===== src/pkg/sfp_params.svh =====
/*
  Constants for the sector flash program controller: timing figures, their
  cycle counts at the system clock rate, and the command sequence words.
  Assumes a 40 MHz system clock and a byte-wide parallel flash on the pins.
*/
// Summary of operation
// - Sector address held on every load strobe.
// - Output enable high while writing.
// - Next load within byte load window.
// - Poll one unchanging address.
// - AA, 55, 90 then pause enters identification.
`ifndef SFP_PARAMS_SVH
`define SFP_PARAMS_SVH

`define SFP_ADDR_W      17
`define SFP_DATA_W      8
`define SFP_SECT_LSB    7
`define SFP_SECT_BYTES  128
`define SFP_TOGGLE_BIT  6
`define SFP_CLK_MHZ     40
`define SFP_T_WP_NS     90
`define SFP_T_WPH_NS    100
`define SFP_T_RD_NS     150
`define SFP_T_BLC_US    150
`define SFP_T_WC_MS     10
`define SFP_WP_CYC      ((`SFP_T_WP_NS * `SFP_CLK_MHZ + 999) / 1000)
`define SFP_WPH_CYC     ((`SFP_T_WPH_NS * `SFP_CLK_MHZ + 999) / 1000)
`define SFP_RD_CYC      ((`SFP_T_RD_NS * `SFP_CLK_MHZ + 999) / 1000)
`define SFP_BLC_CYC     (`SFP_T_BLC_US * `SFP_CLK_MHZ)
`define SFP_WC_CYC      (`SFP_T_WC_MS * `SFP_CLK_MHZ * 1000)
`define SFP_LOAD_GUARD  4
`define SFP_SEQ_ADDR_A  15'h5555
`define SFP_SEQ_ADDR_B  15'h2aaa
`define SFP_SEQ_DATA_A  8'haa
`define SFP_SEQ_DATA_B  8'h55
`define SFP_CMD_ID_IN   8'h90
`define SFP_CMD_ID_OUT  8'hf0
`define SFP_CMD_LOCK_LO 8'h40
`define SFP_CMD_LOCK_HI 8'h41

`endif


===== src/pkg/sfp_pkg.sv =====
/*
  Types shared by the sector flash program controller and its strobe engine.
  Assumes sfp_params.svh is on the include path.
*/
`include "sfp_params.svh"

package sfp_pkg;

  // Operations that the user side may request.
  typedef enum logic [2:0] {
    SFP_OP_READ, SFP_OP_LOAD, SFP_OP_ID_ENTER, SFP_OP_ID_EXIT,
    SFP_OP_LOCK_LO, SFP_OP_LOCK_HI
  } sfp_op_e;

  typedef struct packed {
    sfp_op_e                   op;
    logic [`SFP_ADDR_W-1:0]    addr;
    logic [`SFP_DATA_W-1:0]    data;
    logic                      last;
  } sfp_cmd_s;

  typedef struct packed {
    logic [`SFP_DATA_W-1:0]    data;
    logic                      timeout;
    logic                      partial;
  } sfp_rsp_s;

  // Flash pin group; strobes are active low, dq_oe high while driving.
  typedef struct packed {
    logic                      ce_n;
    logic                      oe_n;
    logic                      we_n;
    logic [`SFP_ADDR_W-1:0]    addr;
    logic [`SFP_DATA_W-1:0]    dq_out;
    logic                      dq_oe;
  } sfp_pins_s;

endpackage


===== src/sfp_strobe.sv =====
/*
  Single bus cycle engine: one write or one read on the flash pins per start.
  Assumes start is only raised while busy is low and dq_in is synchronous.
*/
`timescale 1ns/1ps
`default_nettype none
`include "sfp_params.svh"

module sfp_strobe (
  input  wire logic                   clk_sys,
  input  wire logic                   reset,
  input  wire logic                   start,
  input  wire logic                   wr,
  input  wire logic [`SFP_ADDR_W-1:0] addr,
  input  wire logic [`SFP_DATA_W-1:0] data,
  input  wire logic [`SFP_DATA_W-1:0] dq_in,
  output sfp_pkg::sfp_pins_s          pins,
  output logic [`SFP_DATA_W-1:0]      rd_data,
  output logic                        done,
  output logic                        busy
);

  typedef enum logic [1:0] {SFS_IDLE, SFS_SETUP, SFS_PULSE, SFS_HOLD} sfp_st_e;

  sfp_st_e                 state;
  sfp_st_e                 next_state;
  logic [3:0]              cnt;
  logic [3:0]              next_cnt;
  logic                    is_wr;
  logic                    next_is_wr;
  sfp_pkg::sfp_pins_s      next_pins;
  logic [`SFP_DATA_W-1:0]  next_rd_data;
  logic                    next_done;

  assign busy = (state != SFS_IDLE);

  // Sequencer. Strobe high time covers both write-high and address hold.
  always_comb begin
    next_state   = state;
    next_cnt     = cnt;
    next_is_wr   = is_wr;
    next_pins    = pins;
    next_rd_data = rd_data;
    next_done    = 1'b0;
    unique case (state)
      SFS_IDLE: begin
        next_pins.dq_oe = 1'b0;
        if (start) begin
          next_state       = SFS_SETUP;
          next_is_wr       = wr;
          next_pins.addr   = addr;
          next_pins.dq_out = data;
          next_pins.dq_oe  = wr;
        end
      end
      SFS_SETUP: begin
        next_state     = SFS_PULSE;
        next_cnt       = 4'(`SFP_WP_CYC - 1);
        next_pins.ce_n = 1'b0;
        next_pins.we_n = ~is_wr;
        next_pins.oe_n = is_wr; // Never both write and output enable low.
        if (!is_wr) begin
          next_cnt = 4'(`SFP_RD_CYC - 1);
        end
      end
      SFS_PULSE: begin
        if (cnt == 4'h0) begin
          next_state     = SFS_HOLD;
          next_cnt       = 4'(`SFP_WPH_CYC - 1);
          next_pins.ce_n = 1'b1;
          next_pins.we_n = 1'b1;
          next_pins.oe_n = 1'b1; // Each read strobe ends here.
          if (!is_wr) begin
            next_rd_data = dq_in;
            next_cnt     = 4'(`SFP_RD_CYC - 1);
          end
        end else begin
          next_cnt = cnt - 4'h1;
        end
      end
      SFS_HOLD: begin
        if (cnt == 4'h0) begin
          next_state = SFS_IDLE;
          next_done  = 1'b1;
        end else begin
          next_cnt = cnt - 4'h1;
        end
      end
    endcase
  end

  // State registers.
  always_ff @(posedge clk_sys) begin
    if (reset) begin
      state   <= SFS_IDLE;
      cnt     <= 4'h0;
      is_wr   <= 1'b0;
      pins    <= '{ce_n: 1'b1, oe_n: 1'b1, we_n: 1'b1, default: '0};
      rd_data <= '0;
      done    <= 1'b0;
    end else begin
      state   <= next_state;
      cnt     <= next_cnt;
      is_wr   <= next_is_wr;
      pins    <= next_pins;
      rd_data <= next_rd_data;
      done    <= next_done;
    end
  end

endmodule
`default_nettype wire


===== src/sfp_host.sv =====
/*
  Host controller for a byte-wide sector flash: reads, sector byte loads with
  toggle polling, identification entry and exit, and boot block lockout.
  Assumes the user holds cmd stable while cmd_valid is high and not taken.
*/
`timescale 1ns/1ps
`default_nettype none
`include "sfp_params.svh"

module sfp_host #(
  parameter logic [19:0] BLC_CYC  = 20'(`SFP_BLC_CYC),
  parameter logic [19:0] WC_CYC   = 20'(`SFP_WC_CYC),
  parameter logic [7:0]  CMD_EXIT = `SFP_CMD_ID_OUT,
  parameter logic [7:0]  CMD_LKLO = `SFP_CMD_LOCK_LO,
  parameter logic [7:0]  CMD_LKHI = `SFP_CMD_LOCK_HI
) (
  input  wire logic                   clk_sys,
  input  wire logic                   reset,
  input  wire logic                   cmd_valid,
  output logic                        cmd_ready,
  input  wire sfp_pkg::sfp_cmd_s      cmd,
  output logic                        rsp_valid,
  output sfp_pkg::sfp_rsp_s           rsp,
  output logic                        id_mode,
  output logic                        prog_busy,
  output sfp_pkg::sfp_pins_s          pins,
  input  wire logic [`SFP_DATA_W-1:0] dq_in
);

  localparam int SW = `SFP_ADDR_W - `SFP_SECT_LSB;

  typedef enum logic [2:0] {
    SFM_IDLE, SFM_READ, SFM_SEQ, SFM_PAUSE, SFM_LOAD_WR, SFM_LOAD_GAP, SFM_POLL
  } sfp_mst_e;

  sfp_mst_e                    state;
  sfp_mst_e                    next_state;
  sfp_pkg::sfp_cmd_s           cur;
  sfp_pkg::sfp_cmd_s           next_cur;
  logic [1:0]                  idx;
  logic [1:0]                  next_idx;
  logic [19:0]                 timer;
  logic [19:0]                 next_timer;
  logic [SW-1:0]               sector;
  logic [SW-1:0]               next_sector;
  logic [`SFP_SECT_BYTES-1:0]  mask;
  logic [`SFP_SECT_BYTES-1:0]  next_mask;
  logic                        prev_tog;
  logic                        next_prev_tog;
  logic                        have_prev;
  logic                        next_have_prev;
  logic                        next_id_mode;
  logic                        next_rsp_valid;
  sfp_pkg::sfp_rsp_s           next_rsp;
  logic                        b_start;
  logic                        next_b_start;
  logic                        b_wr;
  logic                        next_b_wr;
  logic [`SFP_ADDR_W-1:0]      b_addr;
  logic [`SFP_ADDR_W-1:0]      next_b_addr;
  logic [`SFP_DATA_W-1:0]      b_data;
  logic [`SFP_DATA_W-1:0]      next_b_data;
  logic [`SFP_DATA_W-1:0]      rd_data;
  logic                        b_done;
  logic                        b_busy;
  logic                        tog;
  logic                        gap_open;

  // Unlock sequence address for a step; upper address bits stay low.
  function automatic logic [`SFP_ADDR_W-1:0] seq_addr(input logic [1:0] i);
    seq_addr = {2'b00, (i == 2'd1) ? `SFP_SEQ_ADDR_B : `SFP_SEQ_ADDR_A};
  endfunction

  // Data for a step; the third word selects the operation.
  function automatic logic [7:0] seq_data(input logic [1:0] i, input sfp_pkg::sfp_op_e op);
    if (i == 2'd0) begin
      seq_data = `SFP_SEQ_DATA_A;
    end else if (i == 2'd1) begin
      seq_data = `SFP_SEQ_DATA_B;
    end else begin
      unique case (op)
        sfp_pkg::SFP_OP_ID_ENTER: seq_data = `SFP_CMD_ID_IN;
        sfp_pkg::SFP_OP_ID_EXIT:  seq_data = CMD_EXIT;
        sfp_pkg::SFP_OP_LOCK_LO:  seq_data = CMD_LKLO;
        default:                  seq_data = CMD_LKHI;
      endcase
    end
  endfunction

  sfp_strobe u_strobe (
    .clk_sys (clk_sys),
    .reset   (reset),
    .start   (b_start),
    .wr      (b_wr),
    .addr    (b_addr),
    .data    (b_data),
    .dq_in   (dq_in),
    .pins    (pins),
    .rd_data (rd_data),
    .done    (b_done),
    .busy    (b_busy)
  );

  assign tog       = rd_data[`SFP_TOGGLE_BIT];
  // A load taken this late could not strobe inside the window.
  assign gap_open  = (timer < BLC_CYC - 20'(`SFP_LOAD_GUARD));
  assign prog_busy = (state == SFM_POLL);

  // Only loads are taken between loads; nothing while programming runs.
  always_comb begin
    cmd_ready = 1'b0;
    if (state == SFM_IDLE && !b_busy && !b_start) begin
      cmd_ready = 1'b1;
    end else if (state == SFM_LOAD_GAP && gap_open) begin
      cmd_ready = (cmd.op == sfp_pkg::SFP_OP_LOAD);
    end
  end

  ////////////////////////////////////////////////////////////////////////////
  // Main sequencer: picks bus cycles and tracks load and program phases.
  ////////////////////////////////////////////////////////////////////////////
  always_comb begin
    next_state     = state;
    next_cur       = cur;
    next_idx       = idx;
    next_timer     = timer + 20'h1;
    next_sector    = sector;
    next_mask      = mask;
    next_prev_tog  = prev_tog;
    next_have_prev = have_prev;
    next_id_mode   = id_mode;
    next_rsp_valid = 1'b0;
    next_rsp       = rsp;
    next_b_start   = 1'b0;
    next_b_wr      = b_wr;
    next_b_addr    = b_addr;
    next_b_data    = b_data;
    unique case (state)
      SFM_IDLE: begin
        next_timer = 20'h0;
        if (cmd_valid && cmd_ready) begin
          next_cur     = cmd;
          next_b_start = 1'b1;
          next_b_data  = cmd.data;
          unique case (cmd.op)
            sfp_pkg::SFP_OP_READ: begin
              next_state  = SFM_READ;
              next_b_wr   = 1'b0;
              next_b_addr = cmd.addr;
              if (id_mode) begin
                next_b_addr = {16'h0, cmd.addr[0]}; // Code select by bit 0.
              end
            end
            sfp_pkg::SFP_OP_LOAD: begin
              next_state  = SFM_LOAD_WR;
              next_b_wr   = 1'b1;
              next_b_addr = cmd.addr;
              next_sector = cmd.addr[`SFP_ADDR_W-1:`SFP_SECT_LSB]; // Latched sector.
              next_mask   = '0;
            end
            default: begin
              next_state  = SFM_SEQ;
              next_idx    = 2'd0;
              next_b_wr   = 1'b1;
              next_b_addr = seq_addr(2'd0);
              next_b_data = seq_data(2'd0, cmd.op);
            end
          endcase
        end
      end
      SFM_READ: begin
        if (b_done) begin
          next_state     = SFM_IDLE;
          next_rsp_valid = 1'b1;
          next_rsp       = '{data: rd_data, default: 1'b0};
        end
      end
      SFM_SEQ: begin
        next_timer = 20'h0;
        if (b_done) begin
          if (idx == 2'd2) begin
            next_state = SFM_PAUSE;
          end else begin
            next_idx     = idx + 2'd1;
            next_b_start = 1'b1;
            next_b_addr  = seq_addr(idx + 2'd1);
            next_b_data  = seq_data(idx + 2'd1, cur.op);
          end
        end
      end
      SFM_PAUSE: begin
        // The mode changes only after the full pause.
        if (timer == WC_CYC - 20'h1) begin
          next_state     = SFM_IDLE;
          next_rsp_valid = 1'b1;
          next_rsp       = '{default: '0};
          if (cur.op == sfp_pkg::SFP_OP_ID_ENTER) begin
            next_id_mode = 1'b1;
          end else if (cur.op == sfp_pkg::SFP_OP_ID_EXIT) begin
            next_id_mode = 1'b0; // Back to normal operation.
          end
        end
      end
      SFM_LOAD_WR: begin
        if (b_done) begin
          next_mask = mask | (`SFP_SECT_BYTES'(1) << b_addr[`SFP_SECT_LSB-1:0]);
          if (cur.last) begin
            next_state = SFM_LOAD_GAP;
            next_timer = BLC_CYC; // Close the window at once.
          end else begin
            next_state = SFM_LOAD_GAP;
          end
        end
      end
      SFM_LOAD_GAP: begin
        if (cmd_valid && cmd_ready) begin
          next_cur     = cmd;
          next_state   = SFM_LOAD_WR;
          next_timer   = 20'h0;
          next_b_start = 1'b1;
          next_b_data  = cmd.data;
          next_b_addr  = {sector, cmd.addr[`SFP_SECT_LSB-1:0]}; // Same sector.
        end else if (timer >= BLC_CYC) begin
          // Window has lapsed: the flash is now programming.
          next_state     = SFM_POLL;
          next_timer     = 20'h0;
          next_have_prev = 1'b0;
          next_b_start   = 1'b1;
          next_b_wr      = 1'b0;
          next_b_addr    = {sector, `SFP_SECT_LSB'(0)}; // Fixed poll address.
        end
      end
      SFM_POLL: begin
        if (b_done) begin
          // Done when two reads agree; no absolute level is trusted.
          if (have_prev && tog == prev_tog) begin
            next_state     = SFM_IDLE;
            next_rsp_valid = 1'b1;
            next_rsp       = '{data: rd_data, timeout: 1'b0, partial: ~&mask};
          end else if (timer >= WC_CYC) begin
            next_state     = SFM_IDLE;
            next_rsp_valid = 1'b1;
            next_rsp       = '{data: rd_data, timeout: 1'b1, partial: ~&mask};
          end else begin
            next_prev_tog  = tog;
            next_have_prev = 1'b1;
            next_b_start   = 1'b1; // New strobe, same address.
          end
        end
      end
    endcase
  end

  // Registers; reset stands for power-up, so identification mode clears.
  always_ff @(posedge clk_sys) begin
    if (reset) begin
      state     <= SFM_IDLE;
      cur       <= '0;
      idx       <= 2'd0;
      timer     <= 20'h0;
      sector    <= '0;
      mask      <= '0;
      prev_tog  <= 1'b0;
      have_prev <= 1'b0;
      id_mode   <= 1'b0;
      rsp_valid <= 1'b0;
      rsp       <= '0;
      b_start   <= 1'b0;
      b_wr      <= 1'b0;
      b_addr    <= '0;
      b_data    <= '0;
    end else begin
      state     <= next_state;
      cur       <= next_cur;
      idx       <= next_idx;
      timer     <= next_timer;
      sector    <= next_sector;
      mask      <= next_mask;
      prev_tog  <= next_prev_tog;
      have_prev <= next_have_prev;
      id_mode   <= next_id_mode;
      rsp_valid <= next_rsp_valid;
      rsp       <= next_rsp;
      b_start   <= next_b_start;
      b_wr      <= next_b_wr;
      b_addr    <= next_b_addr;
      b_data    <= next_b_data;
    end
  end

endmodule
`default_nettype wire


===== config.mk =====
export PLATFORM = sky130hd
export DESIGN_NAME = sfp_host
export DESIGN_NICKNAME = d
export VERILOG_FILES = /design/src/pkg/sfp_pkg.sv /design/src/sfp_strobe.sv /design/src/sfp_host.sv
export VERILOG_INCLUDE_DIRS = /design/src /design/src/pkg
export SDC_FILE = /design/constraint.sdc
export NUM_CORES = 1
export LEC_CHECK = 0
export ABC_AREA = 1
export BUFFER_PORTS_ARGS = -buffer_cell sky130_fd_sc_hd__buf_2
export CORE_ASPECT_RATIO = 1.1
export CORE_MARGIN = 8
export CORE_UTILIZATION = 35
export CTS_BUF_LIST = sky130_fd_sc_hd__clkbuf_8
export CTS_CLUSTER_DIAMETER = 120
export DETAILED_ROUTE_END_ITERATION = 12
export SYNTH_ARGS = -nofsm -noshare
export SYNTH_HDL_FRONTEND = slang
export SYNTH_SLANG_ARGS = --single-unit

===== constraint.sdc =====
create_clock -name clk_sys -period 1.8 [get_ports clk_sys]
set_input_delay 0.36 -clock clk_sys [delete_from_list [all_inputs] [get_ports clk_sys]]
set_output_delay 0.36 -clock clk_sys [all_outputs]
set_load 0.01 [all_outputs]

==> results by group <==
Global routing
  – Initial antenna violation count: 7
  – Pin count of the biggest net entering global routing: 41
  – Number of global-route vias before repair: 11500
  – First-pass GRT wire length: 57800 um
  – Tot GR Track Use: 17.8%
  – Total grt overflow: 0

Drt
  – DR vias/cell: 5.07
  – Post-route antenna net violation count: 0
  – Via count: 12300
  – Routed WL per cell: 16.4 um
  – Wirelength, routed: 39800 um
  – DRC: 0
  – Initial DRC count: 831
  – First-pass iteration count of the detailed router: 5

Critical path
  – WP data arrival: 2.60 ns
  – Launch point of the worst reg-to-reg path: timer[14]$_SDFF_PP0_
  – CP Launch Type: flop
  – Worst Setup SP: timer[14]$_SDFF_PP0_
  – FF-to-FF path depth: 15
  – Critical Path End: mask[40]$_SDFFE_PP0P_
  – Reg2reg setup slack: -0.30 ns
  – Worst Path Max Fanout: 5
  – Crit Path Category: flop to flop
  – Crit end category: flop
  – CP Data Required Time: 2.30 ns
  – Worst R2R End: mask[40]$_SDFFE_PP0P_

Synth
  – Area share of the largest cell type after synthesis: 43.5%
  – EDFF count, synth: 0
  – Synth Warn #: 0
  – Synth async-reset ratio: 0%
  – Post-Syn Nets: 1745
  – Synthesized instance count: 1692
  – Area leader, netlist: dfxtp_1
  – Seq cells post-synth: 253
  – Sequential share of the synthesized area: 43.5%
  – Mapped Area: 0.0116 mm^2
  – Distinct cell type count after synthesis: 39
  – Syn Area/Cell: 6.88 um^2
  – Top FF cell, synth: dfxtp_1
  – Ranking of synthesized cells by area: dfxtp_1 44%, nand2_1 11%, nor2_1 8.6%

Pwr
  – VDD IR max: 1.06 mV
  – Cell area power density: 1200 mW/mm^2
  – Leakage: 0.00737 uW

Layout
  – Ratio of cells with drive above 1 in the final layout: 35.3%
  – Area Overhead vs Synth: 48.7%
  – # fillers: 2961
  – Final core occ: 52.4%
  – ANT cells: 0
  – Post-layout net count: 2011
  – Fin cells: 2425

Timing
  – Clock skew: 0.0174 ns
  – Final setup margin: -0.303 ns
  – RSZ-0062 raised after global routing: true
  – Setup-failing EPs final: 181
  – Final hold violation count: 0
  – Hold slack final: 0.0267 ns
  – Fmax: 476 MHz
  – Worst slew pin tran: 0.511 ns
  – Crit path time final: 2.10 ns
  – Slew margin rel.: 65.9%
  – Final Max Tran Viols: 0
  – Setup_tns: -39.42 ns
  – Fin crit share: 117%

Floorplanning
  – Top-level I/O count: 83
  – Core region area: 0.0330 mm^2
  – Initial Util: 35.3%
  – Die area: 0.0394 mm^2
  – Die Y-Extent: 207 um
  – Die width: 190 um
  – Cell Rows: 70

Placed design
  – Final GP Congestion: 0.904
  – DP HPWL: 23900 um
  – Placed cells: 2261
  – PortBufs: 82

Clock tree
  – Clk slew on worst S/H paths: 0.06 ns
  – Worst skew pair latency: 0.56 ns
  – Cts bufs inserted: 46
  – Clock buffer depth: 3
  – H-tree depth: 2
  – TritonCTS clock tree: done
  – Clk sink count: 253
  – Clock root buffer: clkbuf_8
  – Hold buffer count at cts: 0

Status
  – Failing checks: setup timing
  – Outcome: finished, violations left

Hold path
  – Min-Delay Path Class: primary input to flop
  – HP Start: dq_in[2]

Job
  – Maxcap violations: 0
## cell type report
class | count | area, um^2 | share of cell area, %
tap | 432 | 541 | 3.12
clock inverter | 28 | 151 | 0.874
timing repair buffer | 310 | 3240 | 18.7
sequential | 253 | 5080 | 29.4
clock buffer | 55 | 757 | 4.37
inverter | 234 | 883 | 5.10
multi-input combinational | 1113 | 6660 | 38.5
## metrics by stage
step           setup WS (ns)  power, uW  instance area (um^2)
2_1_floorplan         0.0216      10300                 11600
3_3_place_gp          -0.229      12600                 13400
3_5_place_dp          -0.302      12600                 13400
4_1_cts               -0.356      19600                 15400
5_1_grt               -0.409      22000                 17300
6_report              -0.303      20800                 17300
## power by group
group          leakage [uW]  switching [uW]  internal [uW]
registers           0.00206             369           6250
clock network      0.000533            2460           2910
logic               0.00478            4970           3830
total               0.00737            7800          13000
## critical path, stage by stage, from the launching register on
cell	delay [ns]
dfxtp_2	0.33
nor2_4	0.12
nand3_2	0.10
nor3_2	0.11
buf_4	0.15
nand3_4	0.09
nand2_4	0.08
buf_6	0.11
nand2_8	0.06
a21oi_4	0.20
buf_12	0.15
buf_6	0.10
buf_16	0.12
buf_8	0.13
nand2_4	0.05
a21oi_2	0.13
## state kept, by name, indices dropped and copies added (netlist names), 2 cells and up
signal            flops
b_addr               17
b_data                8
cur                   4
idx                   2
mask                128
rsp                  10
sector               10
state                 3
timer                20
u_strobe.cnt          4
u_strobe.pins        29
u_strobe.rd_data      8
u_strobe.state        2
## cells by family (layout without fill, tap and decap cells)
logic type / Yosys count / in the layout / share of synthesized area, %
compound gates: 327 / 327 / 14.7
xor+xnor: 11 / 11 / 0.828
fa+ha+maj: 13 / 13 / 1.40
buf+inv: 326 / 627 / 12.0
flops: 253 / 253 / 43.5
simple gates: 762 / 762 / 27.6
## worst min path at each step
stage               slack, ns                          endpoint  cells after the start
floorplan                0.42            sector[1]$_SDFFE_PP0P_                      2
global placement         0.43    u_strobe.pins[28]$_SDFFE_PP1P_                      2
detailed placement       0.44            sector[9]$_SDFFE_PP0P_                      2
CTS                     0.004  u_strobe.rd_data[2]$_SDFFE_PP0P_                      3
global route             0.02  u_strobe.rd_data[0]$_SDFFE_PP0P_                      3
finish                   0.03  u_strobe.rd_data[2]$_SDFFE_PP0P_                      3
## cells in the final DEF, fill, tap and decap left out, drive strengths merged
master,n
nand2,334
buf,291
nor2,271
inv,254
dfxtp,253
a21oi,196
o21ai,101
nand4,79
clkbuf,74
nand3,52
nor3,14
ha,13
nor4,9
xor2,8
a31oi,7
o211ai,5
a211o,4
clkinv,4
o21bai,3
xnor2,3
clkinvlp,3
o22ai,3
a221oi,2
a22o,2
nand3b,1
or2,1
o2111ai,1
a211oi,1
nor3b,1
a21o,1
o32ai,1
bufinv,1
## synthesized netlist by cell type (3+ instances only)
| library cell | instances |
|---|---|
| o21ai_0 | 101 |
| ha_1 | 13 |
| nor2_2 | 3 |
| nand4_1 | 79 |
| buf_2 | 11 |
| nand3_1 | 50 |
| xnor2_1 | 3 |
| nand2_1 | 329 |
| clkbuf_1 | 51 |
| dfxtp_1 | 253 |
| buf_6 | 15 |
| inv_1 | 228 |
| o22ai_1 | 3 |
| xor2_1 | 8 |
| nor2_1 | 268 |
| buf_4 | 12 |
| a31oi_1 | 7 |
| nor4_1 | 9 |
| inv_2 | 5 |
| o211ai_1 | 5 |
| a211o_1 | 4 |
| nand2_2 | 4 |
| o21bai_1 | 3 |
| buf_1 | 3 |
| nor3_1 | 14 |
| a21oi_1 | 195 |
## per-layer routing
layer	global-route usage [%]	vias to the layer above	share of wire, %	routed length (um)
li1	-	5991	-	-
met1	20.9	5758	40	15700
met2	30.8	405	50	19700
met3	4.07	136	6.7	2660
met4	6.93	10	4.0	1610
met5	0	-	0.16	63
## repair_timing
| action | in CTS | in global routing |
|---|---|---|
| endpoints found under the hold margin | 0 | 0 |
| pin swaps | 33 | 93 |
| cloned | 19 | 23 |
| setup endpoints to repair | 202 | 215 |
| resized for setup | 112 | 401 |
| setup buffers | 31 | 24 |
No activity file was read; power rests on OpenSTA's default activity.
